**src/hw/scc_defines.vh**
```
// Register map, field positions, reset values and timing for the serial channel
`ifndef SCC_DEFINES_VH
`define SCC_DEFINES_VH

// Register addresses on the plain register port
`define SCC_ADDR_CTRL   16'hFFB2
`define SCC_ADDR_TXBUF  16'hFFB4
`define SCC_ADDR_RXBUF  16'hFFB6

// Control register field positions
`define SCC_BIT_EN      15
`define SCC_BIT_MS      14
`define SCC_BIT_BUSY    12
`define SCC_ERR_HI      11
`define SCC_ERR_LO      8
`define SCC_BIT_POL     6
`define SCC_BIT_PHA     5
`define SCC_BIT_MSBF    4
`define SCC_CNT_HI      3

// Positions inside the four-bit error group
`define SCC_ERR_BAUD    3
`define SCC_ERR_PHASE   2
`define SCC_ERR_RX      1
`define SCC_ERR_TX      0

// Reset values
`define SCC_CTRL_RESET  16'h0000
`define SCC_BUF_RESET   16'h0000

// Shift clock half period in ns, clock rate in MHz
`define SCC_HALF_NS     200
`define SCC_CLK_MHZ     25
// Half period in cycles, rounded down, at least one
`define SCC_HALF_CYC    (((`SCC_HALF_NS * `SCC_CLK_MHZ) / 1000) < 1 ? 1 : \
                         ((`SCC_HALF_NS * `SCC_CLK_MHZ) / 1000))
`define SCC_DIV_W       8

`endif

```
**src/hw/scc_ctrl.v**
```verilog
// Synchronous serial channel: banked control register and shift engine
//
// Overview of operation
// [RULE_01] Enable and master bits always accessible
// [RULE_02] Bits 13..0 banked: config or status
// [RULE_03] Bank chosen by enable before the access
// [RULE_04] Disabling write stores bits into flag bank
// [RULE_05] Reset clears control register to zero
// [RULE_06] Clearing enable halts clock, aborts transfer
// [RULE_07] Disabled: clock and data outputs high
// [RULE_08] Master drives clock and starts transfers
// [RULE_09] Slave takes clock, never starts transfers
// [RULE_10] Other nodes are slaves while we master
// [RULE_11] Width field plus one gives bit count
// [RULE_12] Enabled: low bits read bit counter
// [RULE_13] Bit 4 selects MSB or LSB first
// [RULE_14] Buffers stay right aligned at bit 0
// [RULE_15] Polarity bit 6, phase bit 5
// [RULE_16] Bits 11..8 error enables or flags
// [RULE_17] Busy flag at bit 12 when enabled
// [RULE_18] Software writes zero to undefined bits
// [RULE_19] Software avoids read-modify-write while enabled
// [RULE_20] Polarity sets clock idle level
// [RULE_21] Phase picks latch edge versus shift edge
// [RULE_22] Enabled: counter updates on every shift; code steps it on latch edges only
// [RULE_23] Config readback; flags persist until overwritten
//
// The address-and-strobe port was left to the implementer.
`timescale 1ns/1ps
`default_nettype none
`include "scc_defines.vh"

module scc_ctrl (
	input  wire        sys_clk,
	input  wire        rst_n,
	input  wire [15:0] addr,
	input  wire [15:0] wr_data,
	input  wire        wr_stb,
	input  wire        rd_stb,
	output reg  [15:0] rd_data,
	input  wire        shift_clock_pin_i,
	output wire        shift_clock_pin_o,
	output wire        shift_clock_pin_oe_n,
	input  wire        master_out_slave_in_pin_i,
	output wire        master_out_slave_in_pin_o,
	output wire        master_out_slave_in_pin_oe_n,
	input  wire        master_in_slave_out_pin_i,
	output wire        master_in_slave_out_pin_o,
	output wire        master_in_slave_out_pin_oe_n
);

	// Always-visible control bits
	reg        channel_enable_reg;
	reg        master_select_reg;
	// Configuration bank
	reg [3:0]  err_check_en_reg;   // Baud, phase, rx, tx checks
	reg        clock_polarity_reg;
	reg        clock_phase_reg;
	reg        msb_first_select_reg;
	reg [3:0]  data_width_field_reg;
	// Status bank
	reg [3:0]  err_flag_reg;
	reg        transfer_busy_flag_reg;
	reg [3:0]  bit_counter_field_reg; // Bits latched so far
	// Shift engine
	reg [4:0]  edge_cnt_reg;       // Clock edges in this frame
	reg [15:0] shifter_reg;
	reg        out_bit_reg;        // Bit driven on the data pin
	reg        sclk_reg;           // Generated clock level
	reg        sclk_prev_reg;      // Last sampled slave clock
	// Buffers
	reg [15:0] transmit_buffer_reg;
	reg        tx_full_reg;
	reg [15:0] receive_buffer_reg;
	reg        rx_unread_reg;

	wire       tick;
	wire [15:0] shift_next;
	reg  [3:0] err_set;
	reg  [15:0] rd_next;

	// Strobe decode
	wire wr_ctrl = wr_stb && (addr == `SCC_ADDR_CTRL);
	wire wr_txb  = wr_stb && (addr == `SCC_ADDR_TXBUF);
	wire rd_rxb  = rd_stb && (addr == `SCC_ADDR_RXBUF);

	// Short names for the running mode
	wire en   = channel_enable_reg;
	wire ms   = master_select_reg;
	wire busy = transfer_busy_flag_reg;

	// Master clock tick runs only during a master frame
	scc_tick u_tick (
		.sys_clk (sys_clk),
		.rst_n   (rst_n),
		.run     (en && ms && busy),   // [RULE_06] [RULE_08]
		.tick    (tick)
	);

	// Slave sees an edge whenever the sampled pin changes
	wire slave_edge = en && !ms && (shift_clock_pin_i != sclk_prev_reg); // [RULE_09]

	// Clock edge that concerns this node
	wire edge_now = ms ? tick : slave_edge;

	// Level before the edge; leading edge leaves idle level
	wire level_before = ms ? sclk_reg : sclk_prev_reg;
	wire lead = (level_before == clock_polarity_reg);       // [RULE_20]

	// Phase 1 latches on the leading edge, phase 0 on trailing
	wire latch_edge = edge_now && busy && (lead == clock_phase_reg); // [RULE_21]
	wire shift_edge = edge_now && busy && (lead != clock_phase_reg); // [RULE_21]

	// Incoming bit depends on which side we are
	wire rx_bit = ms ? master_in_slave_out_pin_i : master_out_slave_in_pin_i;

	// Last latch of the frame: counter hits width minus one
	wire last_latch = latch_edge && (bit_counter_field_reg == data_width_field_reg); // [RULE_11]

	// Master frame is 2n edges; the clock ends back at idle
	wire [4:0] last_edge = {data_width_field_reg, 1'b1};
	wire master_done = ms && edge_now && busy && (edge_cnt_reg == last_edge);
	wire done = ms ? master_done : last_latch;

	// Next frame starts at once from a full transmit buffer
	wire start = en && tx_full_reg && (!busy || done);

	// Slave clock edge with nothing loaded
	wire tx_underrun = slave_edge && !busy;

	// Per-bit shift; data kept right aligned in any order
	genvar gi;
	generate
		for (gi = 0; gi < 16; gi = gi + 1) begin : g_shift
			if (gi == 0) begin : g_lo
				assign shift_next[gi] = msb_first_select_reg ? rx_bit :
					((data_width_field_reg == 4'h0) ? rx_bit : shifter_reg[1]);
			end else if (gi == 15) begin : g_hi
				// Bits above the frame stay zero in either order
				assign shift_next[gi] = msb_first_select_reg ?
					((data_width_field_reg == 4'hF) ? shifter_reg[14] : 1'b0) :
					((data_width_field_reg == 4'hF) ? rx_bit : 1'b0);
			end else begin : g_mid
				// Position as a plain vector for width compares
				localparam [31:0] POS_W = gi;
				assign shift_next[gi] = msb_first_select_reg ?
					((data_width_field_reg >= POS_W[3:0]) ? shifter_reg[gi-1] : 1'b0) :
					((data_width_field_reg == POS_W[3:0]) ? rx_bit :
					 ((data_width_field_reg > POS_W[3:0]) ? shifter_reg[gi+1] : 1'b0));
			end
		end
	endgenerate // [RULE_13] [RULE_14]

	// First bit out of a word: top used bit or bit 0
	function head_bit;
		input [15:0] word;
		input [3:0]  width;
		input        msbf;
		begin
			head_bit = msbf ? word[width] : word[0];
		end
	endfunction

	// Hardware error events
	always @* begin
		err_set = 4'h0;
		// Receive overrun: new word while old one unread
		err_set[`SCC_ERR_RX] = done && rx_unread_reg &&
			err_check_en_reg[`SCC_ERR_RX];                 // [RULE_16]
		// Transmit underrun: slave clocked while empty
		err_set[`SCC_ERR_TX] = tx_underrun &&
			err_check_en_reg[`SCC_ERR_TX];                 // [RULE_16]
	end

	// Always-visible bits and configuration bank
	always @(posedge sys_clk or negedge rst_n) begin
		if (!rst_n) begin
			channel_enable_reg   <= 1'b0;                // [RULE_05]
			master_select_reg    <= 1'b0;                // [RULE_05]
			err_check_en_reg     <= 4'h0;
			clock_polarity_reg   <= 1'b0;
			clock_phase_reg      <= 1'b0;
			msb_first_select_reg <= 1'b0;
			data_width_field_reg <= 4'h0;
		end else if (wr_ctrl) begin
			// Top bits written in either bank
			channel_enable_reg <= wr_data[`SCC_BIT_EN];  // [RULE_01]
			master_select_reg  <= wr_data[`SCC_BIT_MS];  // [RULE_01]
			// Old enable value picks the bank
			if (!en) begin                               // [RULE_03]
				err_check_en_reg     <= wr_data[`SCC_ERR_HI:`SCC_ERR_LO]; // [RULE_16]
				clock_polarity_reg   <= wr_data[`SCC_BIT_POL];  // [RULE_15]
				clock_phase_reg      <= wr_data[`SCC_BIT_PHA];  // [RULE_15]
				msb_first_select_reg <= wr_data[`SCC_BIT_MSBF]; // [RULE_13]
				data_width_field_reg <= wr_data[`SCC_CNT_HI:0]; // [RULE_11]
			end
		end
	end

	// Error flags: software writes only via status bank
	always @(posedge sys_clk or negedge rst_n) begin
		if (!rst_n) begin
			err_flag_reg <= 4'h0;
		end else if (wr_ctrl && en) begin
			// Hardware set wins over a software clear
			err_flag_reg <= wr_data[`SCC_ERR_HI:`SCC_ERR_LO] | err_set; // [RULE_04]
		end else begin
			err_flag_reg <= err_flag_reg | err_set;     // [RULE_23]
		end
	end

	// Shift engine, busy flag and bit counter
	always @(posedge sys_clk or negedge rst_n) begin
		if (!rst_n) begin
			transfer_busy_flag_reg <= 1'b0;
			bit_counter_field_reg  <= 4'h0;
			edge_cnt_reg           <= 5'h00;
			shifter_reg            <= `SCC_BUF_RESET;
			out_bit_reg            <= 1'b1;
			sclk_reg               <= 1'b1;
		end else if (!en) begin
			// Disabled: abort frame, pins back to high
			transfer_busy_flag_reg <= 1'b0;          // [RULE_06]
			bit_counter_field_reg  <= 4'h0;          // [RULE_06]
			edge_cnt_reg           <= 5'h00;
			out_bit_reg            <= 1'b1;          // [RULE_07]
			sclk_reg               <= 1'b1;          // [RULE_07]
		end else if (start) begin
			// Load from the transmit buffer; slave waits for clock
			transfer_busy_flag_reg <= 1'b1;          // [RULE_17]
			bit_counter_field_reg  <= 4'h0;
			edge_cnt_reg           <= 5'h00;
			shifter_reg            <= transmit_buffer_reg;
			out_bit_reg            <= head_bit(transmit_buffer_reg,
				data_width_field_reg, msb_first_select_reg);
			// Final master edge already returns to idle
			sclk_reg               <= clock_polarity_reg; // [RULE_20]
		end else if (done) begin
			transfer_busy_flag_reg <= 1'b0;
			bit_counter_field_reg  <= 4'h0;
			edge_cnt_reg           <= 5'h00;
			if (latch_edge) begin
				shifter_reg <= shift_next;
			end
			sclk_reg <= clock_polarity_reg;
		end else if (busy && edge_now) begin
			// Master clock toggles on every tick
			if (ms) begin
				sclk_reg <= ~sclk_reg;               // [RULE_08]
			end
			edge_cnt_reg <= edge_cnt_reg + 5'h01;
			if (latch_edge) begin
				// Sample the line into the word
				shifter_reg           <= shift_next;
				bit_counter_field_reg <= bit_counter_field_reg + 4'h1; // [RULE_22]
			end
			if (shift_edge) begin
				// Present the next bit on the line
				out_bit_reg <= head_bit(shifter_reg,
					data_width_field_reg, msb_first_select_reg); // [RULE_21]
			end
		end else if (!busy) begin
			// Idle: clock rests at the polarity level
			sclk_reg <= clock_polarity_reg;          // [RULE_20]
		end
	end

	// Slave clock history for edge detection
	always @(posedge sys_clk or negedge rst_n) begin
		if (!rst_n) begin
			sclk_prev_reg <= 1'b0;
		end else if (!en || ms) begin
			// Track idle level so enabling makes no false edge
			sclk_prev_reg <= clock_polarity_reg;
		end else begin
			sclk_prev_reg <= shift_clock_pin_i;
		end
	end

	// Transmit buffer; load into the shifter empties it
	always @(posedge sys_clk or negedge rst_n) begin
		if (!rst_n) begin
			transmit_buffer_reg <= `SCC_BUF_RESET;
			tx_full_reg         <= 1'b0;
		end else if (wr_txb) begin
			transmit_buffer_reg <= wr_data;              // [RULE_14]
			tx_full_reg         <= 1'b1;
		end else if (start) begin
			tx_full_reg <= 1'b0;
		end
	end

	// Receive buffer; a finished frame overwrites it
	always @(posedge sys_clk or negedge rst_n) begin
		if (!rst_n) begin
			receive_buffer_reg <= `SCC_BUF_RESET;
			rx_unread_reg      <= 1'b0;
		end else if (en && done) begin
			// Word lands right aligned; new data beats a read
			receive_buffer_reg <= latch_edge ? shift_next : shifter_reg; // [RULE_14]
			rx_unread_reg      <= 1'b1;
		end else if (rd_rxb) begin
			rx_unread_reg <= 1'b0;
		end
	end

	// Read mux; the old enable value picks the bank
	always @* begin
		rd_next = 16'h0000;
		case (addr)
			`SCC_ADDR_CTRL: begin
				rd_next[`SCC_BIT_EN] = en;                   // [RULE_01]
				rd_next[`SCC_BIT_MS] = ms;                   // [RULE_01]
				if (en) begin                                // [RULE_02]
					rd_next[`SCC_BIT_BUSY] = busy;           // [RULE_17]
					rd_next[`SCC_ERR_HI:`SCC_ERR_LO] = err_flag_reg; // [RULE_16]
					rd_next[`SCC_CNT_HI:0] = bit_counter_field_reg;  // [RULE_12]
				end else begin
					rd_next[`SCC_ERR_HI:`SCC_ERR_LO] = err_check_en_reg; // [RULE_23]
					rd_next[`SCC_BIT_POL]  = clock_polarity_reg;
					rd_next[`SCC_BIT_PHA]  = clock_phase_reg;
					rd_next[`SCC_BIT_MSBF] = msb_first_select_reg;
					rd_next[`SCC_CNT_HI:0] = data_width_field_reg;   // [RULE_23]
				end
			end
			`SCC_ADDR_TXBUF: begin
				rd_next = transmit_buffer_reg;
			end
			`SCC_ADDR_RXBUF: begin
				rd_next = receive_buffer_reg;
			end
			default: begin
				// Unmapped addresses read as zero
				rd_next = 16'h0000;
			end
		endcase
	end

	// Read data stands only in the cycle after the strobe
	always @(posedge sys_clk or negedge rst_n) begin
		if (!rst_n) begin
			rd_data <= 16'h0000;
		end else if (rd_stb) begin
			rd_data <= rd_next;
		end else begin
			rd_data <= 16'h0000;
		end
	end

	// Pin drive: master owns clock and out line, slave the in line
	assign shift_clock_pin_o            = sclk_reg;          // [RULE_07]
	assign shift_clock_pin_oe_n         = !(en && ms);       // [RULE_08] [RULE_09]
	assign master_out_slave_in_pin_o    = out_bit_reg;       // [RULE_07]
	assign master_out_slave_in_pin_oe_n = !(en && ms);       // [RULE_08]
	assign master_in_slave_out_pin_o    = out_bit_reg;       // [RULE_07]
	assign master_in_slave_out_pin_oe_n = !(en && !ms);      // [RULE_09]

endmodule
`default_nettype wire

```
**src/hw/scc_tick.v**
```verilog
// Half-period tick generator for the master shift clock
`timescale 1ns/1ps
`default_nettype none
`include "scc_defines.vh"

module scc_tick (
	input  wire       sys_clk,
	input  wire       rst_n,
	input  wire       run,
	output reg        tick
);

	// Down counter, reloaded whenever the channel stops
	reg [`SCC_DIV_W-1:0] div_reg;

	// Reload computed wide, then cut to the counter width on purpose
	localparam [31:0]           RELOAD_W = `SCC_HALF_CYC - 1;
	localparam [`SCC_DIV_W-1:0] RELOAD   = RELOAD_W[`SCC_DIV_W-1:0];

	// Counter and tick pulse; held in reload while idle
	always @(posedge sys_clk or negedge rst_n) begin
		if (!rst_n) begin
			div_reg <= 8'h00;
			tick    <= 1'b0;
		end else if (!run) begin
			div_reg <= RELOAD;
			tick    <= 1'b0;
		end else if (div_reg == 8'h00) begin
			div_reg <= RELOAD;
			tick    <= 1'b1;
		end else begin
			div_reg <= div_reg - 8'h01;
			tick    <= 1'b0;
		end
	end

endmodule
`default_nettype wire

```
**config.mk**
```make
export PLATFORM = sky130hd
export DESIGN_NAME = scc_ctrl
export DESIGN_NICKNAME = d
export VERILOG_FILES = /design/src/hw/scc_ctrl.v /design/src/hw/scc_tick.v
export VERILOG_INCLUDE_DIRS = /design/src /design/src/hw
export SDC_FILE = /design/constraint.sdc
export NUM_CORES = 1
export LEC_CHECK = 0
export BUFFER_PORTS_ARGS = -buffer_cell sky130_fd_sc_hd__buf_2
export CAP_MARGIN = 20
export CORE_MARGIN = 2
export CORE_UTILIZATION = 40
export CTS_CLUSTER_DIAMETER = 50
export DETAILED_ROUTE_END_ITERATION = 6
export PLACE_DENSITY_LB_ADDON = 0.12
export SLEW_MARGIN = 25
export SYNTH_ARGS = -nofsm -noshare
export SYNTH_HDL_FRONTEND = slang
export SYNTH_SLANG_ARGS = --single-unit
```
**constraint.sdc**
```tcl
create_clock -name sys_clk -period 3.6 [get_ports sys_clk]
set_input_delay 0.9 -clock sys_clk [delete_from_list [all_inputs] [get_ports sys_clk]]
set_output_delay 0.9 -clock sys_clk [all_outputs]
set_load 0.005 [all_outputs]
```
==> results.md <==
- Die area: 15500 µm²
- DP HPWL: 11.3 mm
- I/O Pins: about 60
- Clock latency on the worst-skew pair: around 0.37 ns
- Most frequent cells in the layout: dfrtp_1, nand2_1, buf_2
- Worst EP arrival: 3.05 ns
- Final Instance Area: 6610 µm²
- Area of the multi-input gates: ~2900 µm²
- Total GRT Usage: 21.0%
- # fillers: roughly 1300
- CTS tree: built
- Critical path type: input pin to flop
- Initial antenna violation count: 0
- Starting density of the core: 40.5%
- Final worst-path cycle share: 78.0%
- Core area: 14400 µm²
- Crit path required time: 3.85 ns
- FF/Latch Area: 2630 µm²
- FF+latch count, synth: 105
- Class of the worst hold path: flop to flop
- Endpoints failing hold: 0
- Setup violators final: 0
- R2R setup slack: 0.89 ns
- Crit end category: flop
- Initial DRC Count: 341
- Total gr overflow: 0
- # Post-CTS Setup Buffers: 0
- Clock Skew: 0.0104 ns
- Simple-gate share of the synthesized area: 16.3%
- Ys async rst share: 100%
- Met1 Usage GRT: 31.7%
- Largest net degree at the start of global routing: 59
- GR peak layer: met1
- Register area share after synthesis: between 40% and 50%
- Fin nets: 666
- Routed Antenna Nets: 0
- Die X: about 120 µm
- Antenna fix cells: 0
- Mapped Nets: 624
- Root Buffer: clkbuf_16
- Hold Startpoint: receive_buffer_reg[12]
- Yosys cell types: 68
- Min Clock Period, post-route: 2.81 ns
- FP Rows: 44
- Bufs on Longest Clock Path: 2
- Synth Area in Compound Gates: 15.1%
- Synth Flop Type: dfrtp_1
- # placed instances: between 700 and 800
- Mapped Avg Cell Area: approximately 10 µm²
- Clock transition at the registers of the reported paths: around 0.070 ns
- Num CTS Buffers: 9
- XOR/XNOR Fraction of Synth Area: 3.74%
- Met2 Use GR: between 30% and 40%
- Post-Syn Area: 5820 µm²
- Proportion of layout cells with a drive suffix above 1: between 20% and 30%
- Clk sinks: between 100 and 150
- Pwr/cell area: 348 nW/µm²
- Status: finished, final reports clean
- Post-Synth Adder-Cell Area: 0.860%
- Max Freq: 0.356 GHz
- Setup TNS: 0 ns
- DRT Pass-1 Iters: 7
- # port buffers: 60
- WL final: 15.8 mm
- Synth warn: 0
- Maximum Capacitance Violations: 0
- Crit Reg-Reg Startpoint: master_select_reg
- Most common cell after layout, fill and taps aside: dfrtp_1
- H-tree depth: 3
- EDFF count, synth: 0
- Mux contribution to synthesized area: 14.1%
- Unrepaired setup endpoints after global routing: false
- Slew headroom: 38.4%
- Post-CTS Hold Buffers: 0
- Post-Layout Cell Count: 812
- Routed len/inst: 19.5 µm
- CTS resizes: 0
- Vias in the first global route: about 4600
- First-pass GRT wire length: ~26 mm
- Worst-Margin Slew: 0.923 ns
- Placer Congestion: 0.833
- Mapped Cells: 581
- Met3 Track Usage GR: 3.35%
- Worst Path Max Fanout: 17
- Routed vias/inst: 5.70
- Lkg Pwr: 2.89 nW
- Startpoint types: input pin
- Chip height: about 120 µm
- Via count: 4628
- Remaining DRCs: 0
- Peak supply drop: 0.222 mV
- Area Growth Syn to Fin: 13.6%
- Setup crit start: addr[0]
- Post-DP Area: 6290 µm²
- Main combinational cell family by area after synthesis: simple AND/OR/NAND/NOR gates
- Fin. max-slew vios: 0
==> power breakdown <==
part,internal (W),total [W],switching (W)
Combinational,0.0000241,0.0000685,0.0000443
Clock,0.000561,0.00105,0.000491
Sequential,0.00118,0.00118,0.000000438
==> cell families after synthesis <==
group,after synthesis
muxes,68
and+or+nand+nor,198
DFF,105
adders and majority gates,4
buffers and inverters,61
AOI/OAI and AO/OA,121
xor gates and xnor gates,24
==> worst max-delay path, cell delays in order <==
cell     delay, ns
buf_2         0.09
or2_0         0.21
nor4_1        0.40
and2_1        0.32
nor2b_1       0.20
nand2_1       0.47
mux2_2        0.46
==> final cells by class <==
type / count / area share (%)
clock buffers: 9 / 3.41
inverters: 14 / 0.795
flip-flops and latches: 105 / 39.8
repair buffers: 78 / 7.00
clock inverters: 7 / 1.36
multi-input cells: 415 / 44.2
well taps: 184 / 3.48
==> synthesized netlist by cell type (5+ instances only) <==
master,n,area [µm²]
a21oi_1,27,135
buf_2,8,40.0
inv_1,14,52.6
nand4_1,7,43.8
o311ai_2,6,97.6
xor2_1,14,123
clkbuf_1,29,109
nand2b_1,5,31.3
nand3_1,9,45.0
nor3_1,16,80.1
xnor2_1,9,78.8
dfrtp_1,103,2580
nor4_1,5,31.3
nor2b_1,9,56.3
mux2_2,48,541
mux2i_1,13,130
mux4_2,6,135
nand2_1,71,267
o21ai_1,5,25.0
o21ai_0,31,155
a222oi_1,10,100
nor2_1,49,184
nand3b_1,8,60.1
==> through the flow <==
stage          total power (W)  setup WS (ns)  util, %  hold WS (ns)
2_1_floorplan          0.00122          0.919        -         0.444
3_3_place_gp           0.00127          0.514     43.8         0.462
3_5_place_dp           0.00127          0.429     43.8         0.472
4_1_cts                0.00233          0.784     46.0         0.488
5_1_grt                0.00238          0.552     46.0         0.513
6_report               0.00230          0.793     46.0         0.490
==> worst paths after layout <==
check	cells past startpoint	end
max in group asynchronous	2	shift_clock_pin_o
setup / recovery	7	transmit_buffer_reg[14]
hold reg to reg	2	receive_buffer_reg[12]
min in group asynchronous	1	receive_buffer_reg[5]
setup reg to reg	7	shifter_reg[15]
hold / removal	2	receive_buffer_reg[12]
==> layer usage <==
metal  up-vias  share of wire (%)
met5         -                  0
met3        17                5.3
met2       130                 44
li1       2182                  -
met4         0                1.7
met1      2299                 49
Note: power is estimated with default switching activity, not from simulation.
